===== src/common/slec_pkg.sv =====
package slec_pkg;
   // ***************************************
   // Register indices, byte address is 4x
   // ***************************************
   localparam logic [9:0] IDX_TAG = 10'h30A;
   localparam logic [9:0] IDX_CTRL0 = 10'h310;
   localparam logic [9:0] IDX_CTRL1 = 10'h311;
   localparam logic [9:0] IDX_FLUSH = 10'h312;
   localparam logic [9:0] IDX_AGE = 10'h313;
   // ***************************************
   // Reset values
   // ***************************************
   localparam logic [15:0] TAG_RST = 16'h9100;
   localparam logic [7:0] CTRL0_RST = 8'h61;
   localparam logic [7:0] CTRL1_RST = 8'h0C;
   localparam logic [1:0] FLUSH_RST = 2'h0;
   localparam logic [7:0] AGE_RST = 8'h4B;
   // ***************************************
   // Field positions
   // ***************************************
   localparam int C0_VLAN = 7;
   localparam int C0_DROP = 6;
   localparam int C0_AGE = 3;
   localparam int C0_RMC = 2;
   localparam int C0_HASH = 0;
   localparam int C1_NOLEARN = 7;
   localparam int C1_SELF = 6;
   localparam int C1_FLUSH = 5;
   localparam int C1_MSTP = 4;
   localparam int C1_MCSA = 3;
   localparam int C1_AGING = 2;
   localparam int C1_FAST = 1;
   localparam int C1_LINK = 0;
   localparam int FOPT_POS = 2;
   localparam logic [7:0] C1_TRIG = 8'h30;
   // ***************************************
   // Codes and sizes
   // ***************************************
   localparam logic [1:0] HASH_CRC = 2'h1;
   localparam logic [1:0] HASH_XOR = 2'h2;
   localparam logic [9:0] CRC_POLY = 10'h233;
   localparam logic [1:0] FOPT_NONE = 2'h0;
   localparam int PORTS = 6;
   // ***************************************
   // Timing
   // ***************************************
   localparam int unsigned CLOCK_NS = 10;
   localparam int unsigned SECOND_NS = 1_000_000_000;
   localparam int unsigned SECOND_CYCLES = SECOND_NS / CLOCK_NS;
   localparam int unsigned FAST_US = 1000;
   localparam int unsigned FAST_CYCLES = FAST_US * 1000 / CLOCK_NS;
   typedef enum logic [1:0] {SCOPE_ALL, SCOPE_MSTP, SCOPE_PORT}
      slec_scope_e;
   // Table index from destination address
   function automatic logic [9:0] slec_hash(input logic [1:0] sel,
                                            input logic [47:0] addr);
      logic [9:0] crc;
      logic fb;
      crc = 10'h3FF;
      fb = 1'b0;
      for (int i = 47; i >= 0; i--) begin
         fb = crc[9] ^ addr[i];
         crc = {crc[8:0], 1'b0} ^ (fb ? CRC_POLY : 10'h000);
      end
      if (sel == HASH_CRC) begin
         return crc;
      end
      if (sel == HASH_XOR) begin
         return addr[9:0] ^ addr[19:10] ^ addr[29:20] ^ addr[39:30]
                ^ {2'h0, addr[47:40]};
      end
      return addr[9:0];
   endfunction
endpackage


===== src/logic/slec_top.sv =====
// Operation
// - Sixteen-bit provider tag type, reset 9100h, for untagged and double tags.
// - Control 0 bit 7 enables VLAN mode, reset 0.
// - Drop-invalid bit 1 drops bad VLAN frames, 0 sends them host.
// - Unknown VLAN forwarding, when on, overrides the drop-invalid bit.
// - Age count field, reset 100b, loaded into updated dynamic entries.
// - Aging time comes from entry age count and age period.
// - Eight-bit age period, reset 4Bh, in seconds, times age count.
// - Control 0 bit 2 enables reserved multicast table lookup, reset 0.
// - Hash select, reset 01: direct, CRC or XOR table index.
// - Control 1 bit 7 disables unicast learning, reset 0.
// - Self-address filter drops own-MAC source frames on enabled ports.
// - Writing control 1 bit 5 starts a table flush, self-clearing.
// - Flush option picks dynamic, static, both, or none.
// - Writing control 1 bit 4 flushes matching spanning-tree entries.
// - Control 1 bit 3 forwards multicast-source frames when 1, reset 1.
// - Control 1 bit 2 enables aging, reset 1; 0 stops aging.
// - Control 1 bit 1 selects fast aging, reset 0.
// - Control 1 bit 0 flushes entries of ports whose link drops.
`timescale 1ns/1ns
module slec_top #(
   parameter int unsigned SECOND_CYCLES = slec_pkg::SECOND_CYCLES,
   parameter int unsigned FAST_CYCLES = slec_pkg::FAST_CYCLES
) (
   // Clock and reset
   input logic clock,
   input logic reset_n,
   // Avalon-MM slave
   input logic [11:0] avs_address,
   input logic avs_read,
   input logic avs_write,
   input logic [31:0] avs_writedata,
   input logic [3:0] avs_byteenable,
   output logic [31:0] avs_readdata,
   output logic avs_waitrequest,
   // Settings to the lookup engine
   output logic [15:0] provider_tag_type,
   output logic vlan_enable,
   output logic reserved_mcast_enable,
   output logic [2:0] age_count_load,
   output logic [1:0] hash_select,
   // Frame check request
   input logic frame_valid,
   input logic [47:0] frame_src_addr,
   input logic [47:0] frame_dst_addr,
   input logic frame_vlan_invalid,
   input logic frame_port_self_filter,
   input logic unknown_vlan_fwd_enable,
   input logic [47:0] switch_mac_addr,
   // Frame check answer
   output logic verdict_valid,
   output logic verdict_drop,
   output logic verdict_to_host,
   output logic verdict_learn,
   output logic [9:0] verdict_index,
   // Aging
   output logic age_step,
   // Flush handshake
   input logic [slec_pkg::PORTS-1:0] link_up,
   output logic table_flush_req,
   output slec_pkg::slec_scope_e table_flush_scope,
   output logic table_flush_dynamic,
   output logic table_flush_static,
   output logic [slec_pkg::PORTS-1:0] table_flush_ports,
   input logic table_flush_done
);
   // ***************************************
   // Declarations
   // ***************************************
   logic [15:0] tag, next_tag;
   logic [7:0] ctrl0, next_ctrl0;
   logic [7:0] ctrl1, next_ctrl1;
   logic [1:0] fopt, next_fopt;
   logic [7:0] age_period, next_age_period;
   logic ack, next_ack;
   logic [31:0] next_readdata;
   logic req, do_write, aligned;
   logic [9:0] idx;
   logic start_all, start_mstp;
   logic all_busy, mstp_busy;
   logic next_v_valid, next_v_drop, next_v_host, next_v_learn;
   logic [9:0] next_v_index;
   logic sa_mcast, self_hit, vid_bad, mc_drop;
   // ***************************************
   // Bus handshake
   // ***************************************
   assign req = avs_read | avs_write;
   assign avs_waitrequest = req & ~ack;
   assign idx = avs_address[11:2];
   assign aligned = (avs_address[1:0] == 2'h0);
   assign do_write = avs_write & ack & aligned;
   always_comb begin
      next_ack = req & ~ack;
      next_readdata = 32'h00000000;
      if (aligned) begin
         unique case (idx)
            slec_pkg::IDX_TAG: next_readdata = {16'h0000, tag};
            slec_pkg::IDX_CTRL0: next_readdata = {24'h000000, ctrl0};
            slec_pkg::IDX_CTRL1: begin
               next_readdata = {24'h000000, ctrl1[7:6], all_busy,
                                mstp_busy, ctrl1[3:0]};
            end
            slec_pkg::IDX_FLUSH: begin
               next_readdata = {28'h0000000, fopt, 2'h0};
            end
            slec_pkg::IDX_AGE: next_readdata = {24'h000000, age_period};
            default: next_readdata = 32'h00000000;
         endcase
      end
   end
   always_ff @(posedge clock or negedge reset_n) begin
      if (!reset_n) begin
         ack <= 1'b0;
         avs_readdata <= 32'h00000000;
      end else begin
         ack <= next_ack;
         avs_readdata <= next_readdata;
      end
   end
   // ***************************************
   // Register file
   // ***************************************
   always_comb begin
      next_tag = tag;
      next_ctrl0 = ctrl0;
      next_ctrl1 = ctrl1;
      next_fopt = fopt;
      next_age_period = age_period;
      start_all = 1'b0;
      start_mstp = 1'b0;
      if (do_write) begin
         if (idx == slec_pkg::IDX_TAG) begin
            if (avs_byteenable[0]) begin
               next_tag[7:0] = avs_writedata[7:0];
            end
            if (avs_byteenable[1]) begin
               next_tag[15:8] = avs_writedata[15:8];
            end
         end
         if (avs_byteenable[0]) begin
            if (idx == slec_pkg::IDX_CTRL0) begin
               next_ctrl0 = avs_writedata[7:0];
            end
            if (idx == slec_pkg::IDX_CTRL1) begin
               next_ctrl1 = avs_writedata[7:0] & ~slec_pkg::C1_TRIG;
               start_all = avs_writedata[slec_pkg::C1_FLUSH];
               start_mstp = avs_writedata[slec_pkg::C1_MSTP];
            end
            if (idx == slec_pkg::IDX_FLUSH) begin
               next_fopt = avs_writedata[slec_pkg::FOPT_POS +: 2];
            end
            if (idx == slec_pkg::IDX_AGE) begin
               next_age_period = avs_writedata[7:0];
            end
         end
      end
   end
   always_ff @(posedge clock or negedge reset_n) begin
      if (!reset_n) begin
         tag <= slec_pkg::TAG_RST;
         ctrl0 <= slec_pkg::CTRL0_RST;
         ctrl1 <= slec_pkg::CTRL1_RST;
         fopt <= slec_pkg::FLUSH_RST;
         age_period <= slec_pkg::AGE_RST;
      end else begin
         tag <= next_tag;
         ctrl0 <= next_ctrl0;
         ctrl1 <= next_ctrl1;
         fopt <= next_fopt;
         age_period <= next_age_period;
      end
   end
   assign provider_tag_type = tag;
   assign vlan_enable = ctrl0[slec_pkg::C0_VLAN];
   assign reserved_mcast_enable = ctrl0[slec_pkg::C0_RMC];
   assign age_count_load = ctrl0[slec_pkg::C0_AGE +: 3];
   assign hash_select = ctrl0[slec_pkg::C0_HASH +: 2];
   // ***************************************
   // Frame check
   // ***************************************
   always_comb begin
      sa_mcast = frame_src_addr[40];
      self_hit = ctrl1[slec_pkg::C1_SELF] & frame_port_self_filter
                 & (frame_src_addr == switch_mac_addr);
      mc_drop = sa_mcast & ~ctrl1[slec_pkg::C1_MCSA];
      vid_bad = vlan_enable & frame_vlan_invalid
                & ~unknown_vlan_fwd_enable;
      next_v_valid = frame_valid;
      next_v_drop = frame_valid & (self_hit | mc_drop
                    | (vid_bad & ctrl0[slec_pkg::C0_DROP]));
      next_v_host = frame_valid & vid_bad & ~ctrl0[slec_pkg::C0_DROP]
                    & ~self_hit & ~mc_drop;
      next_v_learn = frame_valid & ~ctrl1[slec_pkg::C1_NOLEARN]
                     & ~sa_mcast & ~next_v_drop;
      next_v_index = verdict_index;
      if (frame_valid) begin
         next_v_index = slec_pkg::slec_hash(hash_select,
                                            frame_dst_addr);
      end
   end
   always_ff @(posedge clock or negedge reset_n) begin
      if (!reset_n) begin
         verdict_valid <= 1'b0;
         verdict_drop <= 1'b0;
         verdict_to_host <= 1'b0;
         verdict_learn <= 1'b0;
         verdict_index <= 10'h000;
      end else begin
         verdict_valid <= next_v_valid;
         verdict_drop <= next_v_drop;
         verdict_to_host <= next_v_host;
         verdict_learn <= next_v_learn;
         verdict_index <= next_v_index;
      end
   end
   // ***************************************
   // Aging and flushing
   // ***************************************
   slec_age_timer #(
      .SECOND_CYCLES(SECOND_CYCLES),
      .FAST_CYCLES(FAST_CYCLES)
   ) u_age (
      .clock(clock),
      .reset_n(reset_n),
      .aging_enable(ctrl1[slec_pkg::C1_AGING]),
      .fast_aging(ctrl1[slec_pkg::C1_FAST]),
      .age_period(age_period),
      .age_step(age_step)
   );
   slec_flush_engine u_flush (
      .clock(clock),
      .reset_n(reset_n),
      .start_all(start_all),
      .start_mstp(start_mstp),
      .flush_option(fopt),
      .link_down_enable(ctrl1[slec_pkg::C1_LINK]),
      .link_up(link_up),
      .all_busy(all_busy),
      .mstp_busy(mstp_busy),
      .table_flush_req(table_flush_req),
      .table_flush_scope(table_flush_scope),
      .table_flush_dynamic(table_flush_dynamic),
      .table_flush_static(table_flush_static),
      .table_flush_ports(table_flush_ports),
      .table_flush_done(table_flush_done)
   );
   // ***************************************
   // Checks
   // ***************************************
   wait_once_a :
   assert property (@(posedge clock) disable iff (!reset_n)
      req && avs_waitrequest |=> !avs_waitrequest)
      else $error("waitrequest held longer than one cycle");
   drop_invalid_a :
   assert property (@(posedge clock) disable iff (!reset_n)
      frame_valid && frame_vlan_invalid && vlan_enable
      && !unknown_vlan_fwd_enable && ctrl0[6] |=> verdict_drop)
      else $error("invalid VLAN frame not dropped");
   host_fwd_a :
   assert property (@(posedge clock) disable iff (!reset_n)
      frame_valid && frame_vlan_invalid && vlan_enable && !ctrl0[6]
      && !unknown_vlan_fwd_enable && !frame_src_addr[40] && !ctrl1[6]
      |=> verdict_to_host && !verdict_drop)
      else $error("invalid VLAN frame not sent to host");
   unknown_vid_a :
   assert property (@(posedge clock) disable iff (!reset_n)
      frame_valid && unknown_vlan_fwd_enable && !frame_src_addr[40]
      && !ctrl1[6] |=> !verdict_drop && !verdict_to_host)
      else $error("unknown VLAN forwarding overridden");
   mcast_src_a :
   assert property (@(posedge clock) disable iff (!reset_n)
      frame_valid && frame_src_addr[40] && !ctrl1[3]
      |=> verdict_drop && !verdict_learn)
      else $error("multicast source frame not dropped");
   self_filter_a :
   assert property (@(posedge clock) disable iff (!reset_n)
      frame_valid && ctrl1[6] && frame_port_self_filter
      && frame_src_addr == switch_mac_addr |=> verdict_drop)
      else $error("self-addressed frame not dropped");
   learn_off_a :
   assert property (@(posedge clock) disable iff (!reset_n)
      ctrl1[7] |=> !verdict_learn)
      else $error("learning while disabled");
   direct_hash_a :
   assert property (@(posedge clock) disable iff (!reset_n)
      frame_valid && (hash_select == 2'h0 || hash_select == 2'h3)
      |=> verdict_index == $past(frame_dst_addr[9:0]))
      else $error("direct index wrong");
   tag_write_a :
   assert property (@(posedge clock) disable iff (!reset_n)
      do_write && idx == slec_pkg::IDX_TAG && avs_byteenable[1:0] == 2'h3
      |=> provider_tag_type == $past(avs_writedata[15:0]))
      else $error("provider tag write lost");
   refuse_read_a :
   assert property (@(posedge clock) disable iff (!reset_n)
      avs_read && !avs_waitrequest && !aligned |-> avs_readdata == 32'h0)
      else $error("misaligned read returned data");
   trigger_clear_a :
   assert property (@(posedge clock) disable iff (!reset_n)
      do_write && idx == slec_pkg::IDX_CTRL1 && avs_byteenable[0]
      |=> !ctrl1[slec_pkg::C1_FLUSH] && !ctrl1[slec_pkg::C1_MSTP])
      else $error("flush trigger stored");
endmodule // slec_top


===== src/logic/slec_age_timer.sv =====
`timescale 1ns/1ns
module slec_age_timer #(
   parameter int unsigned SECOND_CYCLES = slec_pkg::SECOND_CYCLES,
   parameter int unsigned FAST_CYCLES = slec_pkg::FAST_CYCLES
) (
   // Clock and reset
   input logic clock,
   input logic reset_n,
   // Settings
   input logic aging_enable,
   input logic fast_aging,
   input logic [7:0] age_period,
   // Step to the table
   output logic age_step
);
   logic [26:0] cyc_cnt, next_cyc_cnt;
   logic [7:0] sec_cnt, next_sec_cnt;
   logic next_age_step;
   logic [26:0] limit;
   // ***************************************
   // Seconds and period counting
   // ***************************************
   always_comb begin
      limit = fast_aging ? 27'(FAST_CYCLES - 1)
                         : 27'(SECOND_CYCLES - 1);
      next_cyc_cnt = cyc_cnt + 27'h0000001;
      next_sec_cnt = sec_cnt;
      next_age_step = 1'b0;
      if (!aging_enable) begin
         next_cyc_cnt = 27'h0000000;
         next_sec_cnt = 8'h00;
      end else if (cyc_cnt >= limit) begin
         next_cyc_cnt = 27'h0000000;
         next_sec_cnt = sec_cnt + 8'h01;
         if (next_sec_cnt >= age_period) begin
            next_sec_cnt = 8'h00;
            next_age_step = 1'b1;
         end
      end
   end
   always_ff @(posedge clock or negedge reset_n) begin
      if (!reset_n) begin
         cyc_cnt <= 27'h0000000;
         sec_cnt <= 8'h00;
         age_step <= 1'b0;
      end else begin
         cyc_cnt <= next_cyc_cnt;
         sec_cnt <= next_sec_cnt;
         age_step <= next_age_step;
      end
   end
   age_stop_a :
   assert property (@(posedge clock) disable iff (!reset_n)
      !aging_enable |=> !age_step && cyc_cnt == 27'h0000000)
      else $error("aging step while aging disabled");
endmodule // slec_age_timer


===== src/logic/slec_flush_engine.sv =====
`timescale 1ns/1ns
module slec_flush_engine (
   // Clock and reset
   input logic clock,
   input logic reset_n,
   // Software triggers and settings
   input logic start_all,
   input logic start_mstp,
   input logic [1:0] flush_option,
   input logic link_down_enable,
   input logic [slec_pkg::PORTS-1:0] link_up,
   // Status
   output logic all_busy,
   output logic mstp_busy,
   // Table handshake
   output logic table_flush_req,
   output slec_pkg::slec_scope_e table_flush_scope,
   output logic table_flush_dynamic,
   output logic table_flush_static,
   output logic [slec_pkg::PORTS-1:0] table_flush_ports,
   input logic table_flush_done
);
   typedef enum logic {ST_IDLE, ST_RUN} slec_flush_e;
   slec_flush_e state, next_state;
   logic [slec_pkg::PORTS-1:0] link_prev, pend_ports, next_pend_ports;
   logic [slec_pkg::PORTS-1:0] next_ports, fall;
   logic next_all, next_mstp, next_dyn, next_stat;
   logic [1:0] opt_all, opt_mstp, next_opt_all, next_opt_mstp;
   slec_pkg::slec_scope_e next_scope;
   logic fin;
   // ***************************************
   // Flush sequencing
   // ***************************************
   always_comb begin
      fall = link_prev & ~link_up & {slec_pkg::PORTS{link_down_enable}};
      fin = (state == ST_RUN) && table_flush_done;
      next_state = state;
      next_scope = table_flush_scope;
      next_ports = table_flush_ports;
      next_dyn = table_flush_dynamic;
      next_stat = table_flush_static;
      next_all = all_busy && !(fin && table_flush_scope == slec_pkg::SCOPE_ALL);
      next_mstp = mstp_busy
                  && !(fin && table_flush_scope == slec_pkg::SCOPE_MSTP);
      next_opt_all = opt_all;
      next_opt_mstp = opt_mstp;
      next_pend_ports = pend_ports;
      if (start_all && !all_busy
          && flush_option != slec_pkg::FOPT_NONE) begin
         next_all = 1'b1;
         next_opt_all = flush_option;
      end
      if (start_mstp && !mstp_busy
          && flush_option != slec_pkg::FOPT_NONE) begin
         next_mstp = 1'b1;
         next_opt_mstp = flush_option;
      end
      unique case (state)
         ST_IDLE: begin
            if (all_busy) begin
               next_state = ST_RUN;
               next_scope = slec_pkg::SCOPE_ALL;
               next_dyn = opt_all[0];
               next_stat = opt_all[1];
            end else if (mstp_busy) begin
               next_state = ST_RUN;
               next_scope = slec_pkg::SCOPE_MSTP;
               next_dyn = opt_mstp[0];
               next_stat = opt_mstp[1];
            end else if (pend_ports != '0) begin
               next_state = ST_RUN;
               next_scope = slec_pkg::SCOPE_PORT;
               next_ports = pend_ports;
               next_dyn = 1'b1;
               next_stat = 1'b0;
               next_pend_ports = '0;
            end
         end
         ST_RUN: begin
            if (table_flush_done) begin
               next_state = ST_IDLE;
            end
         end
      endcase
      next_pend_ports = next_pend_ports | fall;
   end
   always_ff @(posedge clock or negedge reset_n) begin
      if (!reset_n) begin
         state <= ST_IDLE;
         link_prev <= '1;
         pend_ports <= '0;
         all_busy <= 1'b0;
         mstp_busy <= 1'b0;
         opt_all <= 2'h0;
         opt_mstp <= 2'h0;
         table_flush_scope <= slec_pkg::SCOPE_ALL;
         table_flush_ports <= '0;
         table_flush_dynamic <= 1'b0;
         table_flush_static <= 1'b0;
      end else begin
         state <= next_state;
         link_prev <= link_up;
         pend_ports <= next_pend_ports;
         all_busy <= next_all;
         mstp_busy <= next_mstp;
         opt_all <= next_opt_all;
         opt_mstp <= next_opt_mstp;
         table_flush_scope <= next_scope;
         table_flush_ports <= next_ports;
         table_flush_dynamic <= next_dyn;
         table_flush_static <= next_stat;
      end
   end
   assign table_flush_req = (state == ST_RUN);
   flush_start_a :
   assert property (@(posedge clock) disable iff (!reset_n)
      start_all && !all_busy && flush_option != 2'h0
      |=> all_busy ##1 table_flush_req)
      else $error("table flush did not start");
   flush_none_a :
   assert property (@(posedge clock) disable iff (!reset_n)
      start_mstp && !mstp_busy && flush_option == 2'h0 |=> !mstp_busy)
      else $error("flush started with option none");
   busy_clear_a :
   assert property (@(posedge clock) disable iff (!reset_n)
      table_flush_req && table_flush_done
      && table_flush_scope == slec_pkg::SCOPE_ALL |=> !all_busy)
      else $error("flush bit not cleared on done");
   link_flush_a :
   assert property (@(posedge clock) disable iff (!reset_n)
      !link_down_enable && state == ST_IDLE && pend_ports == '0
      && !all_busy && !mstp_busy |=> !table_flush_req)
      else $error("link flush while disabled");
endmodule // slec_flush_engine


===== config.mk =====
export PLATFORM = sky130hd
export DESIGN_NAME = slec_top
export DESIGN_NICKNAME = d
export VERILOG_FILES = /design/src/common/slec_pkg.sv /design/src/logic/slec_top.sv /design/src/logic/slec_age_timer.sv /design/src/logic/slec_flush_engine.sv
export SDC_FILE = /design/constraint.sdc
export NUM_CORES = 1
export LEC_CHECK = 0
export ABC_AREA = 1
export BUFFER_PORTS_ARGS = -buffer_cell sky130_fd_sc_hd__buf_4
export CAP_MARGIN = 10
export CORE_AREA = 2 2 194 139
export DETAILED_ROUTE_END_ITERATION = 12
export DIE_AREA = 0 0 196 141
export PLACE_DENSITY = 0.69
export SLEW_MARGIN = 20
export SYNTH_ARGS = -nofsm -noshare
export SYNTH_HDL_FRONTEND = slang
export SYNTH_SLANG_ARGS = --single-unit

===== constraint.sdc =====
create_clock -name clock -period 8.65 [get_ports clock]
set_clock_uncertainty 0.2 [all_clocks]
set_input_delay 1.73 -clock clock [delete_from_list [all_inputs] [get_ports clock]]
set_output_delay 1.73 -clock clock [all_outputs]
set_load 0.01 [all_outputs]

==> impl_metrics.tcl <==
set metrics [dict create \
    syn_inst 1413 \
    grt_pass1_vias 9377 \
    synth_cell_types 52 \
    wire_per_inst_um 14.8 \
    slowest_delay_ps 150 \
    finalCritPeriodShare 0.540 \
    yosys.cell_count.top_type "nand2_1" \
    place_inst 1985 \
    p_leak_uw 0.00674 \
    vdd_drop_max_mv 0.111 \
    final_core_util 0.500 \
    ys.flop_type "dfrtp_1" \
    final_nets 1896 \
    finalHoldViolations 0 \
    cap_violations 0 \
    crit_path_max_fanout 8 \
    regArea_um2 3430 \
    cts_buffers 17 \
    core_area_um2 26000 \
    grt_pass1_wl_um 47500 \
    cts_max_level 4 \
    preCtsSetupSlack_ps 3600 \
    fmaxAchievable_mhz 214 \
    worst_setup_path_start_kind "primary input" \
    timing.hold.ws_ps 251 \
    vias_per_cell 4.97 \
    grt_setup_unrepaired "false" \
    clkTransAtPathRegs_ps 50 \
    first_pass_iters 5 \
    synth_seq_area_share 0.337 \
    synth.avg_cell_area_um2 7.20 \
    cts_sinks 136 \
    setup_viol_count_final 0 \
    syn_to_final_growth_pct 27.8 \
    vias 10000 \
    maxSlewViolCount 0 \
    crit_top_cell "nand2_1" \
    num_rows 50 \
    cts_root_buffer "clkbuf_16" \
    clockBufferDepth 2 \
    synth_top_area_frac 0.290 \
    post_cts_resized 0 \
    period_minus_slack_ps 4670 \
    start_util 0.391 \
    insertion_delay_ps 420 \
    fin_ws_ps 3980 \
    synth_area_um2 10200 \
    netlist_top_cells_count "nand2_1, inv_1, dfrtp_1, nand3_1, nor2_1" \
    port_buffers 254 \
    cts_tree "yes" \
    post_cts_buffers 0 \
    critical_path_class "primary input to flop" \
    ant_nets 0 \
    post-dp-hpwl_um 23900 \
    diodes 0 \
    crit_arrival_ps 4810 \
    synth_top_area_cell "dfrtp_1" \
    finalWirelength_um 29900 \
    tightest_slew_ps 956 \
    ys_ff_latch 136 \
    required_ps 8790 \
    hp-class "flop to flop" \
    status "finished, final reports clean" \
    grt_usage 0.216 \
    yosysWarningCount 0 \
    synth_edf_count 0 \
    synth_top_cells_by_area "dfrtp_1, nand2_1, inv_1, xor2_1, nand3_1" \
    max_slew_margin 0.363 \
    die-area_um2 27600 \
    crit_slowest_cell "nand2_1" \
    antenna_found_initial 0 \
    fin_cells 2017 \
    die_w_um 196 \
    finalWeightedCongestion 0.897 \
    die_h_um 141 \
    dr.first_iter.drc_count 688 \
    io_pins 289 \
    power_density_nw_per_um2 184 \
    grt_overflow 0 \
    multiInputGateArea_um2 5860 \
    drc_errors 0 \
    grt_start_max_net_pins 75 \
    finalSetupTns_ps 0 \
    fillers 2527 \
    async_reset_ff_frac 1.00 \
    drive_gt1_frac 0.267 \
    ctsHoldBuffers 0 \
    end_kind "flop" \
]
[final cells by class]
| type | instances | area share |
|---|---|---|
| clock buffers | 20 | 0.0359 |
| clock inverters | 12 | 0.0143 |
| inverters | 185 | 0.0534 |
| multi-input cells | 1068 | 0.451 |
| flip-flops and latches | 136 | 0.264 |
| well taps | 338 | 0.0325 |
| repair buffers | 258 | 0.149 |
[sequential cells by signal, summed over array words and instances (netlist names), 6 cells and up]
signal and flops:
ctrl0 8, provider_tag_type 16, age_period 8, u_flush.link_prev 6, ctrl1 6, verdict_index 10, u_age.cyc_cnt 27, u_flush.pend_ports 6
avs_readdata 16, u_age.sec_cnt 8, u_flush.table_flush_ports 6
[layer usage]
layer | up-vias | track usage | share of wire
li1 | 5028 | - | -
met1 | 4649 | 0.315 | 0.49
met2 | 316 | 0.327 | 0.42
met3 | 36 | 0.0440 | 0.070
met4 | 0 | 0.0566 | 0.020
met5 | - | 0 | 0
[where the power goes]
group,switching [uW],leakage [uW],internal (uW)
registers,9.79,0.00176,655
clock network,283,0.000310,509
logic,600,0.00467,339
total,892,0.00674,1500
[metrics by stage]
| stage | total power [uW] | cell area, um2 |
|---|---|---|
| after floorplan | 1350 | 10200 |
| after global placement | 1580 | 12300 |
| after detailed placement | 1610 | 12300 |
| after CTS | 2410 | 13000 |
| after global routing | 2560 | 13000 |
| final | 2400 | 13000 |
[worst paths after layout]
| kind | start | endpoint | slack, ps | cells past startpoint |
|---|---|---|---|---|
| worst max register to register | u_age.cyc_cnt[0] | u_age.cyc_cnt[24] | 5110 | 20 |
| max in group asynchronous | reset_n | avs_readdata[9] | 5780 | 2 |
| min in group asynchronous | reset_n | u_age.cyc_cnt[19] | 1090 | 1 |
| worst min-delay path | u_age.cyc_cnt[0] | u_age.cyc_cnt[0] | 250 | 1 |
| worst min register to register | u_age.cyc_cnt[0] | u_age.cyc_cnt[0] | 250 | 1 |
| worst max-delay path | frame_dst_addr[45] | verdict_index[4] | 3980 | 35 |
[cell usage in the layout (no fill, tap or decap), drive strengths merged, types with 6 or more instances in the layout]
master and n:
xnor2 36, nor3b 9, mux2 8, nor4 13
xor2 67, nor3 22, conb 16, inv 186
ha 23, a31oi 10, dfstp 18, buf 258
nand3 117, or2 7, o21ai 74, a21oi 27
dfrtp 118, o22ai 8, nand2 472, clkbuf 20
nand4 17, nand3b 9, nor2 101, a221oi 6
[critical path, delay by kind of cell]
family          cells  cell delay, ps
compound gates      1             140
buf+inv             4             370
simple gates       30            2540
[logic make-up after synthesis]
group,Yosys count,share of synthesized area
other cells,1,0.000369
mux,8,0.00885
xor+xnor,103,0.0901
flops,136,0.337
fa+ha+maj,23,0.0283
compound gates,149,0.0864
simple gates,769,0.357
buf+inv,224,0.0926
Power figures use the tool's default switching activity.
